<file path="src/pkg/bbs_pkg.sv">
// constants and types shared by the battery-backed sram host port
`default_nettype none
package bbs_pkg;
  localparam int ADDR_W = 13;  // byte_index width, 8,192 bytes
  localparam int DATA_W = 8;   // data_bus width
  localparam int TMR_W  = 25;  // wide enough for the recovery count

  // clock and device timing in their own units
  localparam int CLK_NS        = 8;
  localparam int ADDR_ACC_NS   = 70;   // address_access_time
  localparam int FLOAT_NS      = 25;   // release to high impedance
  localparam int WE_PULSE_NS   = 50;   // strobe low width
  localparam int ADDR_END_NS   = 60;   // address valid to strobe high
  localparam int SETUP_NS      = 30;   // data_setup_time
  localparam int HOLD_NS       = 5;    // data_hold_time
  localparam int CYCLE_NS      = 70;   // read and write cycle time
  localparam int RECOVERY_MS   = 200;  // longest power-up recovery
  localparam int SYNC_STAGES   = 2;    // data_bus input synchroniser

  // least times round up to whole cycles
  localparam int ACC_CYC   = (ADDR_ACC_NS + CLK_NS - 1) / CLK_NS;
  localparam int FLOAT_CYC = (FLOAT_NS + CLK_NS - 1) / CLK_NS;
  localparam int WEP_CYC   = (WE_PULSE_NS + CLK_NS - 1) / CLK_NS;
  localparam int AEND_CYC  = (ADDR_END_NS + CLK_NS - 1) / CLK_NS;
  localparam int SETUP_CYC = (SETUP_NS + CLK_NS - 1) / CLK_NS;
  localparam int HOLD_CYC  = (HOLD_NS + CLK_NS - 1) / CLK_NS;
  localparam int CYCLE_CYC = (CYCLE_NS + CLK_NS - 1) / CLK_NS;
  localparam int RD_CYC    = ACC_CYC + SYNC_STAGES;
  localparam int WR_CYC    = (WEP_CYC > AEND_CYC) ?
                             ((WEP_CYC > SETUP_CYC) ? WEP_CYC : SETUP_CYC) :
                             ((AEND_CYC > SETUP_CYC) ? AEND_CYC : SETUP_CYC);
  localparam int RECOVERY_CYC = int'((64'(RECOVERY_MS) * 64'd1000000) / 64'(CLK_NS));

  // controller states
  typedef enum logic [2:0] {
    ST_OFF   = 3'h0,
    ST_RECOV = 3'h1,
    ST_IDLE  = 3'h2,
    ST_RD    = 3'h3,
    ST_FLOAT = 3'h4,
    ST_WR    = 3'h5,
    ST_HOLD  = 3'h6
  } bbs_state_t;
endpackage : bbs_pkg
`default_nettype wire

</file>
<file path="src/pkg/bbs_tmr_if.sv">
// interval timer hookup between the controller and its timer
`timescale 1ns/1ns
`default_nettype none
interface bbs_tmr_if;
  logic                     load;      // load a new interval
  logic [bbs_pkg::TMR_W-1:0] load_val; // interval length minus one
  logic                     done;      // interval has run out
  modport ctrl (output load, output load_val, input done);
  modport tmr  (input load, input load_val, output done);
endinterface : bbs_tmr_if
`default_nettype wire

</file>
<file path="src/hdl/bbs_host.sv">
// host controller driving a battery-backed asynchronous byte sram
// Function
// RULE_01: read when strobe high, select low
// RULE_02: data valid 70 ns after address/select
// RULE_03: device drives only with select and drive low
// RULE_04: old data held 10 ns after address change
// RULE_05: device floats within 25 ns of release
// RULE_06: device outputs change no sooner than 5 ns
// RULE_07: accesses spaced at least 70 ns apart
// RULE_08: write while strobe and select both low
// RULE_09: address stable whole write, 60 ns before end
// RULE_10: strobe low 50 ns, select low 55 ns
// RULE_11: data setup 30 ns, hold 5 ns
// RULE_12: strobe or select high before next access
// RULE_13: device floats 25 ns after strobe falls
// RULE_14: keep drive enable high during writes
// RULE_15: writes blocked while supply out of tolerance
// RULE_16: below switchover device ignores all pins
// RULE_17: inputs ignored up to 200 ms after power-up
// RULE_18: select high means no access, pins float
`timescale 1ns/1ns
`default_nettype none
module bbs_host #(
  parameter int RECOVERY_CYC = bbs_pkg::RECOVERY_CYC // power-up wait in cycles
) (
  input  wire logic                        core_clk,    // 125 MHz clock
  input  wire logic                        reset_n,     // async reset, active low
  input  wire logic                        power_ok,    // supply good, from a pin
  input  wire logic                        req_valid,   // access request
  input  wire logic                        req_write,   // 1 write, 0 read
  input  wire logic [bbs_pkg::ADDR_W-1:0]  req_addr,    // byte address
  input  wire logic [bbs_pkg::DATA_W-1:0]  req_wdata,   // write data
  output var  logic                        req_ready,   // request taken when high
  output var  logic                        resp_valid,  // access finished pulse
  output var  logic [bbs_pkg::DATA_W-1:0]  resp_rdata,  // read data
  output var  logic                        link_ready,  // device usable
  output var  logic                        sram_ce_n,   // chip select, active low
  output var  logic                        sram_oe_n,   // output drive, active low
  output var  logic                        sram_we_n,   // write strobe, active low
  output var  logic [bbs_pkg::ADDR_W-1:0]  byte_index,  // address pins
  input  wire logic [bbs_pkg::DATA_W-1:0]  data_bus_i,  // data pins in
  output var  logic [bbs_pkg::DATA_W-1:0]  data_bus_o,  // data pins out
  output var  logic                        data_bus_oe  // data pins driven
);
  typedef struct packed {
    bbs_pkg::bbs_state_t          state;
    logic                         pwr_s1;
    logic                         pwr_s2;
    logic [bbs_pkg::DATA_W-1:0]   din_s1;
    logic [bbs_pkg::DATA_W-1:0]   din_s2;
    logic                         req_ready;
    logic                         resp_valid;
    logic [bbs_pkg::DATA_W-1:0]   rdata;
    logic                         link_ready;
    logic                         ce_n;
    logic                         oe_n;
    logic                         we_n;
    logic [bbs_pkg::ADDR_W-1:0]   addr;
    logic [bbs_pkg::DATA_W-1:0]   data_o;
    logic                         data_oe;
  } bbs_hstate_t;

  localparam logic [bbs_pkg::TMR_W-1:0] REC_LD   = bbs_pkg::TMR_W'(RECOVERY_CYC - 1);
  localparam logic [bbs_pkg::TMR_W-1:0] RD_LD    = bbs_pkg::TMR_W'(bbs_pkg::RD_CYC - 1);
  localparam logic [bbs_pkg::TMR_W-1:0] WR_LD    = bbs_pkg::TMR_W'(bbs_pkg::WR_CYC - 1);
  localparam logic [bbs_pkg::TMR_W-1:0] FLOAT_LD = bbs_pkg::TMR_W'(bbs_pkg::FLOAT_CYC - 1);
  localparam logic [bbs_pkg::TMR_W-1:0] HOLD_LD  = bbs_pkg::TMR_W'(bbs_pkg::HOLD_CYC - 1);

  bbs_hstate_t               r_r;
  bbs_hstate_t               r_nxt;
  logic                      rst_q1_r;
  logic                      rst_q2_r;
  logic                      ld;
  logic [bbs_pkg::TMR_W-1:0] ld_val;

  bbs_tmr_if tmr_if ();

  ////////////////////////////////////////////////////////////////////////
  // reset release through two flip-flops
  always_ff @(posedge core_clk or negedge reset_n) begin
    if (!reset_n) begin
      rst_q1_r <= 1'b0;
      rst_q2_r <= 1'b0;
    end else begin
      rst_q1_r <= 1'b1;
      rst_q2_r <= rst_q1_r;
    end
  end

  ////////////////////////////////////////////////////////////////////////
  // phase timer
  assign tmr_if.load     = ld;
  assign tmr_if.load_val = ld_val;

  bbs_timer u_timer (
    .core_clk (core_clk),
    .rst_n    (rst_q2_r),
    .tmr      (tmr_if.tmr)
  );

  ////////////////////////////////////////////////////////////////////////
  // next-state logic for pins, handshake and synchronisers
  always_comb begin
    r_nxt            = r_r;
    ld               = 1'b0;
    ld_val           = '0;
    r_nxt.pwr_s1     = power_ok;
    r_nxt.pwr_s2     = r_r.pwr_s1;
    r_nxt.din_s1     = data_bus_i;
    r_nxt.din_s2     = r_r.din_s1;
    r_nxt.resp_valid = 1'b0;
    case (r_r.state)
      bbs_pkg::ST_OFF: begin
        ld     = 1'b1;
        ld_val = REC_LD;
        if (r_r.pwr_s2) begin
          r_nxt.state = bbs_pkg::ST_RECOV;
        end
      end
      bbs_pkg::ST_RECOV: begin
        if (tmr_if.done) begin // RULE_17
          r_nxt.state      = bbs_pkg::ST_IDLE;
          r_nxt.req_ready  = 1'b1;
          r_nxt.link_ready = 1'b1;
        end
      end
      bbs_pkg::ST_IDLE: begin
        if (req_valid) begin
          r_nxt.req_ready = 1'b0;
          r_nxt.addr      = req_addr; // RULE_09
          r_nxt.ce_n      = 1'b0;
          ld              = 1'b1;
          if (req_write) begin
            // strobe, select and data start together; drive enable stays high
            r_nxt.state   = bbs_pkg::ST_WR; // RULE_08
            r_nxt.we_n    = 1'b0; // RULE_14
            r_nxt.data_o  = req_wdata;
            r_nxt.data_oe = 1'b1;
            ld_val        = WR_LD;
          end else begin
            r_nxt.state = bbs_pkg::ST_RD; // RULE_01
            r_nxt.oe_n  = 1'b0; // RULE_03
            ld_val      = RD_LD;
          end
        end
      end
      bbs_pkg::ST_RD: begin
        if (tmr_if.done) begin // RULE_02
          r_nxt.ce_n       = 1'b1;
          r_nxt.oe_n       = 1'b1;
          r_nxt.rdata      = r_r.din_s2;
          r_nxt.resp_valid = 1'b1;
          r_nxt.state      = bbs_pkg::ST_FLOAT;
          ld               = 1'b1;
          ld_val           = FLOAT_LD;
        end
      end
      bbs_pkg::ST_FLOAT: begin
        // device may still drive the pins; do not start a write yet
        if (tmr_if.done) begin // RULE_05
          r_nxt.state     = bbs_pkg::ST_IDLE;
          r_nxt.req_ready = 1'b1;
        end
      end
      bbs_pkg::ST_WR: begin
        if (tmr_if.done) begin // RULE_10
          r_nxt.we_n  = 1'b1; // RULE_12
          r_nxt.ce_n  = 1'b1;
          r_nxt.state = bbs_pkg::ST_HOLD;
          ld          = 1'b1;
          ld_val      = HOLD_LD;
        end
      end
      bbs_pkg::ST_HOLD: begin
        if (tmr_if.done) begin // RULE_11
          r_nxt.data_oe    = 1'b0;
          r_nxt.resp_valid = 1'b1;
          r_nxt.state      = bbs_pkg::ST_IDLE; // RULE_07
          r_nxt.req_ready  = 1'b1;
        end
      end
      default: begin
        r_nxt.state = bbs_pkg::ST_OFF;
      end
    endcase
    // supply lost: the device ignores everything, so stop and wait for recovery
    if (!r_r.pwr_s2) begin // RULE_16
      r_nxt.state      = bbs_pkg::ST_OFF;
      r_nxt.ce_n       = 1'b1; // RULE_18
      r_nxt.oe_n       = 1'b1;
      r_nxt.we_n       = 1'b1; // RULE_15
      r_nxt.data_oe    = 1'b0;
      r_nxt.req_ready  = 1'b0;
      r_nxt.link_ready = 1'b0;
    end
  end

  ////////////////////////////////////////////////////////////////////////
  // state register
  always_ff @(posedge core_clk or negedge rst_q2_r) begin
    if (!rst_q2_r) begin
      r_r       <= '0;
      r_r.state <= bbs_pkg::ST_OFF;
      r_r.ce_n  <= 1'b1;
      r_r.oe_n  <= 1'b1;
      r_r.we_n  <= 1'b1;
    end else begin
      r_r <= r_nxt;
    end
  end

  // outputs straight from the state register
  assign req_ready   = r_r.req_ready;
  assign resp_valid  = r_r.resp_valid;
  assign resp_rdata  = r_r.rdata;
  assign link_ready  = r_r.link_ready;
  assign sram_ce_n   = r_r.ce_n;
  assign sram_oe_n   = r_r.oe_n;
  assign sram_we_n   = r_r.we_n;
  assign byte_index  = r_r.addr;
  assign data_bus_o  = r_r.data_o;
  assign data_bus_oe = r_r.data_oe;
endmodule : bbs_host
`default_nettype wire

</file>
<file path="src/hdl/bbs_timer.sv">
// down counter that times each phase of the sram cycle
`timescale 1ns/1ns
`default_nettype none
module bbs_timer (
  input  wire logic core_clk, // system clock
  input  wire logic rst_n,    // synchronised reset, active low
  bbs_tmr_if.tmr    tmr       // load and done
);
  typedef struct packed {
    logic [bbs_pkg::TMR_W-1:0] cnt;
  } bbs_tstate_t;

  bbs_tstate_t r_r;
  bbs_tstate_t r_nxt;

  ////////////////////////////////////////////////////////////////////////
  // count down to zero and stop; a load restarts the interval
  always_comb begin
    r_nxt = r_r;
    if (tmr.load) begin
      r_nxt.cnt = tmr.load_val;
    end else if (r_r.cnt != '0) begin
      r_nxt.cnt = r_r.cnt - 1'b1;
    end
  end

  always_ff @(posedge core_clk or negedge rst_n) begin
    if (!rst_n) begin
      r_r <= '0;
    end else begin
      r_r <= r_nxt;
    end
  end

  assign tmr.done = (r_r.cnt == '0);
endmodule : bbs_timer
`default_nettype wire

</file>
<file path="config.mk">
export PLATFORM = sky130hd
export DESIGN_NAME = bbs_host
export DESIGN_NICKNAME = d
export VERILOG_FILES = /design/src/pkg/bbs_pkg.sv /design/src/pkg/bbs_tmr_if.sv /design/src/hdl/bbs_host.sv /design/src/hdl/bbs_timer.sv
export SDC_FILE = /design/constraint.sdc
export NUM_CORES = 1
export LEC_CHECK = 0
export BUFFER_PORTS_ARGS = -buffer_cell sky130_fd_sc_hd__buf_2
export CAP_MARGIN = 20
export CORE_MARGIN = 2
export CORE_UTILIZATION = 40
export CTS_BUF_LIST = sky130_fd_sc_hd__clkbuf_4 sky130_fd_sc_hd__clkbuf_8
export CTS_CLUSTER_DIAMETER = 200
export DETAILED_ROUTE_END_ITERATION = 7
export PLACE_DENSITY = 0.64
export SLEW_MARGIN = 20
export SYNTH_ARGS = -nofsm -noshare
export SYNTH_HDL_FRONTEND = slang
export SYNTH_SLANG_ARGS = --single-unit
export TNS_END_PERCENT = 20
</file>
<file path="constraint.sdc">
create_clock -name core_clk -period 3.45 [get_ports core_clk]
set_input_delay 0.69 -clock core_clk [delete_from_list [all_inputs] [get_ports core_clk]]
set_output_delay 0.69 -clock core_clk [all_outputs]
set_load 0.01 [all_outputs]
</file>
; Yosys cells after proc, flatten, opt, wreduce, memory -nomap -nowiden
; Index checks and enable logic that the tools add are counted.
[classes]
addsub = 1
n_mul = 0
div = 0
magnitude_cmp = 0
n_eq_ne = 21
shifts = 0
n_mux = 36
bitwise = 0
n_reduce_logical = 17
[ops]
columns = cell, count
row1 = $mux 25, 3
row2 = $pmux 25 s3, 1
row3 = $logic_not 25->1, 1
row4 = $reduce_bool 25->1, 1
row5 = $sub 25x1->25 const B, 1
row6 = $reduce_and 4->1, 6
row7 = $mux 3, 6
row8 = $mux 9, 2
row9 = $ne 3x3->1 const B, 6
row10 = $pmux 3 s5, 1
row11 = $mux 4, 3
row12 = $mux 1, 10
row13 = $eq 3x3->1 const B, 3
row14 = $ne 3x1->1 const B, 3
row15 = $pmux 1 s3, 3
row16 = $pmux 1 s2, 4
row17 = $eq 3x2->1 const B, 2
row18 = $mux 2, 3
row19 = $ne 3x2->1 const B, 2
row20 = $reduce_and 2->1, 3
row21 = $ne 2x1->1 const B, 2
row22 = $ne 4x1->1 const B, 1
row23 = $ne 4x2->1 const B, 1
row24 = $reduce_or 2->1, 2
row25 = 5 further kinds, 5
[totals]
reg_bits = 84
latchBits = 0
ram_bits = 0
romBits = 0
output_inout_bits = 36
word_cells = 93
memories = 0

; Logic depth before layout (Yosys ltp)
; Gate-level depths: netlist of the first run.
[depth]
depth_word = 4
ltp_mapped = 9
mapped_depth_nobuf = 7

; Cells and area by module
; From an unflattened synthesis of the first run, not the netlist that was laid out.
[unflattened]
cells_unflattened = 345
area_unflattened_um2 = 3976.3
[modules_own_cells]
columns = module, n_inst, cells_per_inst, area_each_um2
row1 = bbs_host, 1, 193, 2498.6
row2 = bbs_timer, 1, 152, 1477.7

; Least setup slack after synthesis of the first run
; No wires, ideal clock.
[synth_path]
kind = reg-to-reg
from = reg u_timer.r_r[0] in the netlist's numbering
to = reg r_r, in the netlist resp_rdata[0]
setup_ns = 0.125
t_arrival_ns = 2.290
required_time_ns = 3.325
path_slack_ns = 1.036
stages_incl_launch_ff = 10
path_cell_list = dfrtp_1 -> inv_1 -> ha_1 -> or3b_2 -> clkbuf_1 -> nor2_1 -> and4b_1 -> nor4b_2 -> buf_4 -> mux2_2
[synth_via]
elab_chain_len = 2
[synth_rtl]
columns = item, line
row1 = from (decl), bbs_timer.sv:13  ; bbs_tstate_t r_r;
row2 = from (signal assigned), bbs_timer.sv:31  ; r_r <= r_nxt;
row3 = $logic_not 25->1, bbs_timer.sv:35  ; assign tmr.done = (r_r.cnt == '0);
row4 = $reduce_and 2->1 (no source line), --
row5 = to (signal assigned), bbs_host.sv:208  ; r_r <= r_nxt;
row6 = to (decl), bbs_host.sv:69  ; bbs_hstate_t r_r;
; Every way passes these cells.
; A chain may end at the register's enable or synchronous reset.

; Worst setup path after layout of the first run
[layout_path]
from = reg u_timer.r_r[1] in the netlist's numbering
to = reg r_r, in the netlist resp_rdata[1]
; The elaborated chain is that of the path after synthesis.

==> key figures, run 1 <==
Outcome
  – Outcome: finished, final reports clean

Yosys
  – Post-synth cell types: 53
  – YS warnings: 0
  – Async S/R FF share, synth: 100.0%
  – Post-synthesis register bit count: 84
  – EDFF count, synth: 0
  – Mapped Avg Cell Area: 10.47 um2
  – Seq/Total Area, Yosys: 54.66%
  – Top_reg_cell synth: dfrtp_1
  – Gate count after technology mapping: between 300 and 400
  – Post-synth net total: around 400
  – Syn Std Cell Area: roughly 3900 um2

Timing
  – Slew HR: 50.88%
  – Slew Viols, Final: 0
  – Period utilization: 73.34%
  – Setup-failing EPs final: 0
  – Final hold vios: 0
  – Final setup TNS: 0 ns
  – Final worst-path setup slack: 0.9198 ns
  – Fmax: 0.3952 GHz
  – Clk_skew: 0.01217 ns
  – Final Critical Period: approximately 2.5 ns
  – Worst-margin pin slew: 0.7368 ns
  – Hold_ws: ~0.085 ns
  – RSZ-0062 raised after global routing: no

Clocking
  – Root Driver: clkbuf_8
  – Clk buf depth: 2
  – Worst-Skew Late Latency: 0.37 ns
  – Setup Fix Bufs, Post-CTS: 0
  – Reg clk slew, reported paths: ~0.1 ns
  – CTS tree: yes
  – Cts bufs inserted: 9
  – Clock sink count: 84
  – Post_cts resized: 0
  – H-tree depth: 3
  – Hold-fix buffers, CTS: 0

Power and ir drop
  – Power Density: 439.2 nW/um2
  – Internal power: 1.375 mW
  – P_sw: 0.5365 mW
  – Clock group share of total power: between 30% and 40%
  – Combinational power share: 7.5%
  – Leak: 2.002 nW
  – Max rail drop VDD: 0.2954 mV
  – Sequential Power Share: between 50% and 60%
  – Sw frac: between 20% and 30%

Setup path
  – Critical path buffers and inverters: 2
  – Worst setup SP type: flop
  – Crit path kind: reg -> reg
  – Crit-path max cell delay: 0.54 ns
  – Critical path endpoint category: flop
  – Cells along the critical path: inv_1 > ha_1 > or3b_2 > nor2_1 > and4b_1 > nor4b_2 > buf_4 > mux2_2
  – Crit-path slowest cell: or3b_2
  – Crit path max-delay family: simple AND/OR/NAND/NOR gates
  – Worst Path Required: roughly 3.7 ns
  – CP Max Fanout: 11
  – Arrival time of the worst setup path: ~2.8 ns

Placement
  – RePlAce Congestion: 0.9039
  – DP HPWL: 5362 um
  – Pre-CTS WS: between 0.9 and 1 ns
  – Port bufs: 69

Detailed routing
  – Drt drc: 0
  – Vias per std cell: 5.203
  – Routed WL per cell: around 14 um
  – Drt pass-1 iters: 4
  – Initial DRC Count: 171
  – DRT Wirelength: 7810 um
  – DR vias: 2841
  – Detail Route Antenna Nets: 0

Worst hold path
  – Hold Path Class: in -> async

Cells and area
  – Share of cells above drive strength 1: 29.02%
  – Reg area: 2110 um2
  – Filler instances: 928
  – Final #Nets: roughly 450
  – Diodes inserted: 0
  – P&R area growth vs syn: 12.96%
  – Multi-input logic area: 1455 um2

Floorplanning
  – DIE HEIGHT: 102.1 um
  – Starting Density: around two fifths
  – Die X: 102.1 um
  – Core Rows: 35
  – # IOs: 70
  – Core ar.: 9284 um2
  – Die ar.: approximately 10000 um2

Global routing
  – GRT Total Usage: 16.52%
  – Global route overflow: 0
  – Largest net degree at the start of global routing: 83
  – Initial antenna violation count: 0
  – First-pass GRT wire length: 13380 um
  – Vias in the first global route: approximately 2700

Flow run
  – Max-cap check violation count: 0
## path summary, 6_finish.rpt
kind                                             from  slack [ns]                     endpoint  cells after the start
max in group asynchronous          rst_q2_r$_DFF_PN0_        2.56        sram_ce_n$_DFFE_PN1P_                      1
setup / recovery           u_timer.r_r[1]$_DFFE_PN0P_        0.92    resp_rdata[1]$_DFFE_PN0P_                      8
hold reg to reg                    rst_q2_r$_DFF_PN0_        0.25  u_timer.r_r[12]$_DFFE_PN0P_                      0
setup reg to reg           u_timer.r_r[1]$_DFFE_PN0P_        0.92    resp_rdata[1]$_DFFE_PN0P_                      8
min in group core_clk              rst_q1_r$_DFF_PN0_        0.35           rst_q2_r$_DFF_PN0_                      0
hold / removal                                reset_n        0.09           rst_q2_r$_DFF_PN0_                      1
## per-stage QoR
stage	power (mW)	util (%)	cell area, um2	cells
floorplan	1.182	-	3852	368
global placement	1.225	44.42	4124	529
detailed placement	1.230	44.42	4124	529
CTS	1.937	46.58	4324	545
global route	2.008	46.87	4352	546
finish	1.911	46.87	4352	546
## power by group through the flow
stage / registers (mW) / logic [mW] / clock network, mW
after floorplan: 1.09 / 0.0960 / 0
after global placement: 1.10 / 0.123 / 0
after detailed placement: 1.10 / 0.126 / 0
after CTS: 1.09 / 0.126 / 0.725
after global routing: 1.08 / 0.163 / 0.763
final: 1.07 / 0.142 / 0.696
## layer usage
metal,track usage (%),share of wire [%],vias up,wire length [um]
li1,-,-,1365,-
met1,22.76,46,1387,3594
met4,6.667,2.0,0,154
met2,25.46,47,76,3676
met3,3.762,4.9,13,385
met5,0,0,-,0
## registers in the layout, indices dropped and copies added, names as in the netlist, 8 cells and up
signal / count
u_timer.r_r: 25
byte_index: 13
r_r: 12
r_nxt: 9
data_bus_o: 8
resp_rdata: 8
## cells in the mapped netlist (4+ instances only)
master / n / area share [%]
or3_1: 12 / 1.9
dfrtp_1: 81 / 53
o21ai_0: 14 / 1.8
a31oi_1: 10 / 1.6
or4_1: 9 / 1.8
a21oi_1: 15 / 1.9
buf_4: 30 / 5.8
and2_1: 4 / 0.65
nor3_1: 11 / 1.4
nand2_1: 55 / 5.4
nand3_1: 9 / 1.2
nor4_1: 4 / 0.65
nor2_1: 20 / 1.9
clkbuf_1: 9 / 0.88
xor2_1: 4 / 0.91
mux2_2: 16 / 4.7
o31ai_1: 4 / 0.78
inv_1: 6 / 0.58
## final cells by class
cell class,instances,share of cell area [%]
flip-flops and latches,84,48.48
multi-input cells,237,33.44
repair buffers,74,9.258
well taps,129,3.709
clock buffers,9,2.846
clock inverters,7,1.754
inverters,6,0.5175
## cell families (layout without fill, tap and decap cells)
logic type	count (synthesis)	after routing	share of synthesized area (%)
adders and majority gates	1	1	0.3247
muxes	17	17	4.937
AOI/OAI and AO/OA	62	62	10.20
DFF	84	84	54.66
buffers and inverters	47	96	7.567
and+or+nand+nor	149	149	20.62
other	1	1	0.09734
xor gates and xnor gates	7	7	1.591
## cell usage in the layout (no fill, tap or decap), types with 4 or more instances in the layout
| cell | count |
|---|---|
| inv_1 | 6 |
| buf_4 | 4 |
| nand3_1 | 9 |
| nor3_1 | 11 |
| or4_1 | 9 |
| mux2_2 | 16 |
| buf_2 | 69 |
| o21ai_0 | 14 |
| or3_1 | 12 |
| nor4_1 | 4 |
| o31ai_1 | 4 |
| clkbuf_8 | 9 |
| a31oi_1 | 10 |
| dfrtp_1 | 80 |
| a21oi_1 | 15 |
| and2_1 | 4 |
| xor2_1 | 4 |
| nand2_1 | 55 |
| nor2_1 | 20 |
## worst reg2reg max path, stage by stage, from the launching register on
cell	delay, ns
dfrtp_1	0.41
inv_1	0.10
ha_1	0.19
or3b_2	0.54
nor2_1	0.18
and4b_1	0.25
nor4b_2	0.20
buf_4	0.23
mux2_2	0.35
(Power assumes the default switching activity.)
==> run 2, diff against run 1 <==
Settings changed: ABC_AREA set to 1, PLACE_DENSITY 0.64 to 0.65.
Clock period 3.45 ns to 2.3 ns, I/O delays scaled along.
==> key figures, run 2 <==
Clocking
  – Setup Fix Bufs, Post-CTS: 0
  – Cts bufs inserted: 9
  – H-tree depth: 3
  – Root Driver: clkbuf_8
  – Clock sink count: between 80 and 90
  – Reg clk slew, reported paths: around 0.090 ns
  – Clk buf depth: 2
  – Worst-Skew Late Latency: roughly 0.36 ns
  – CTS tree: yes

Yosys
  – Post-synthesis register bit count: 84
  – Top post-synthesis cells by area: dfrtp_1, nand2_1, buf_4
  – Gate count after technology mapping: about 480
  – Top cell type's share of synthesized area: 50.05%
  – Seq/Total Area, Yosys: 51.99%
  – Syn Std Cell Area: 4050 um2
  – Async S/R FF share, synth: 100.0%
  – Top_reg_cell synth: dfrtp_1
  – Cell taking the most area after synthesis: dfrtp_1
  – YS warnings: 0
  – Mapped Avg Cell Area: 8.473 um2
  – EDFF count, synth: 0
  – Post-synth cell types: 34
  – Count leader, synth: nand2_1
  – Post-synth top cells: nand2_1, dfrtp_1, nor2_1
  – Post-synth net total: 513

Setup path
  – Critical path endpoint category: flop
  – CP Max Fanout: 7
  – Arrival time of the worst setup path: approximately 2.2 ns
  – Crit-path slowest cell: dfrtp_1
  – Worst Path Required: 2.54 ns
  – Cells along the critical path: inv_1 > ha_1 > nand2_2 > nor2_2 > nand2_1 > nor2_4 > nor2_1 > nor2_2 > nand2_1 > nand2_1 > nand2_1
  – Worst setup SP type: flop
  – Crit-path max cell delay: around 0.40 ns
  – Top cell by count, worst path: nand2_1
  – Crit path kind: reg -> reg

Placement
  – Pre-CTS WS: 0.3592 ns
  – Cells after DPL: ~650
  – Port bufs: a little under 70
  – Post-DP Area: 4353 um2
  – RePlAce Congestion: 0.9041
  – DP HPWL: 6301 um

Worst hold path
  – Hold Path Class: in -> reg

Timing
  – Slew HR: 59.57%
  – Clk_skew: between 0.015 and 0.02 ns
  – Setup-failing EPs final: 0
  – Final worst-path setup slack: 0.3463 ns
  – Final setup TNS: 0 ns
  – Hold_ws: 0.2049 ns
  – Slew Viols, Final: 0
  – Final Critical Period: 1.954 ns
  – Final hold vios: 0
  – Period utilization: 84.95%
  – Fmax: 0.5118 GHz
  – Worst-margin pin slew: 0.6058 ns
  – RSZ-0062 raised after global routing: no

Global routing
  – Largest net degree at the start of global routing: 37
  – GRT Total Usage: 16.79%
  – Vias in the first global route: 3207
  – Global route overflow: 0
  – Initial antenna violation count: 0
  – First-pass GRT wire length: 14990 um

Outcome
  – Outcome: finished, final reports clean

Cells and area
  – Diodes inserted: 0
  – Finished Layout Cells: approximately 670
  – P&R area growth vs syn: 13.31%
  – Commonest cells after routing, fill and taps aside: nand2_1, dfrtp_1, buf_2
  – Share of cells above drive strength 1: 23.93%
  – Final #Nets: 565
  – Design area: 4589 um2
  – Top reg by flops: u_timer.r_r
  – Max reg flops: 25
  – Most common cell after layout, fill and taps aside: nand2_1

Power and ir drop
  – Power Density: 1114 nW/um2
  – Max rail drop VDD: 0.5107 mV
  – Leak: 2.329 nW

Detailed routing
  – Initial DRC Count: 194
  – Drt pass-1 iters: 5
  – Drt drc: 0
  – DRT Wirelength: 8415 um
  – Routed WL per cell: 12.60 um
  – Detail Route Antenna Nets: 0
  – DR vias: 3170
  – Vias per std cell: 4.746

Floorplanning
  – Die X: 104.6 um
  – # IOs: 70
  – DIE HEIGHT: roughly 100 um
  – Core ar.: a little under 10000 um2
  – Starting Density: 41.25%
  – Core Rows: 36
  – Die ar.: 10950 um2

Flow run
  – Max-cap check violation count: 0
## run 2: cell type report
class                   count  area (um2)
repair buffers             78       415.4
well taps                 133       166.4
fillers                   991        5230
multi-input cells         327        1556
clock inverters             7       102.6
flip-flops and latches     84        2110
clock buffers               9       123.9
inverters                  30       115.1
## run 2: repair_timing
action / CTS / global route
endpoints found under the hold margin: 2 / 0
hold buffers: 1 / 0
gates resized for setup: 0 / 0
## run 2: worst paths after layout
check / from / end / slack (ns) / depth (start not counted)
max in group asynchronous: rst_q2_r$_DFF_PN0_ / data_bus_o[3]$_DFFE_PN0P_ / 1.38 / 1
worst min register to register: rst_q2_r$_DFF_PN0_ / byte_index[4]$_DFFE_PN0P_ / 0.30 / 0
min in group asynchronous: rst_q2_r$_DFF_PN0_ / byte_index[4]$_DFFE_PN0P_ / 0.30 / 0
worst min-delay path: data_bus_i[0] / r_nxt[36]$_DFF_PN0_ / 0.20 / 1
worst max register to register: u_timer.r_r[0]$_DFFE_PN0P_ / r_r[55]$_DFFE_PN0P_ / 0.35 / 11
worst max-delay path: u_timer.r_r[0]$_DFFE_PN0P_ / r_r[55]$_DFFE_PN0P_ / 0.35 / 11
## run 2: logic make-up after synthesis
kind of cell    after synthesis  share of synthesized area [%]
compound gates               33                          5.499
fa+ha+maj                     1                         0.3089
xor+xnor                     20                          4.325
buf+inv                      67                          9.577
other cells                   1                        0.09259
flops                        84                          51.99
simple gates                272                          28.21
## run 2: worst max-delay path, delay by kind of cell (launching register included)
family,cells,cell delay [ns]
DFF,1,0.40
and+or+nand+nor,9,1.08
adders and majority gates,1,0.23
buffers and inverters,1,0.13
## run 2: metal layers
metal	routed length, um	vias to the layer above	part of all wire (%)	GRT usage [%]
met4	95	0	1.1	5.905
met1	3954	1495	47	23.00
li1	-	1567	-	-
met5	0	-	0	0
met2	3820	98	45	25.96
met3	544	10	6.5	4.242
## run 2: where the power goes
| part | switching, mW | internal [mW] |
|---|---|---|
| clock network | 0.583 | 0.629 |
| logic | 1.04 | 0.668 |
| registers | 0.314 | 1.88 |
| total | 1.94 | 3.17 |
## run 2: stage by stage
step / util (%) / power (mW)
after floorplan: - / 3.632
after global placement: 44.33 / 3.882
after detailed placement: 44.33 / 3.937
after CTS: 46.74 / 5.163
after global routing: 46.74 / 5.513
final: 46.74 / 5.113
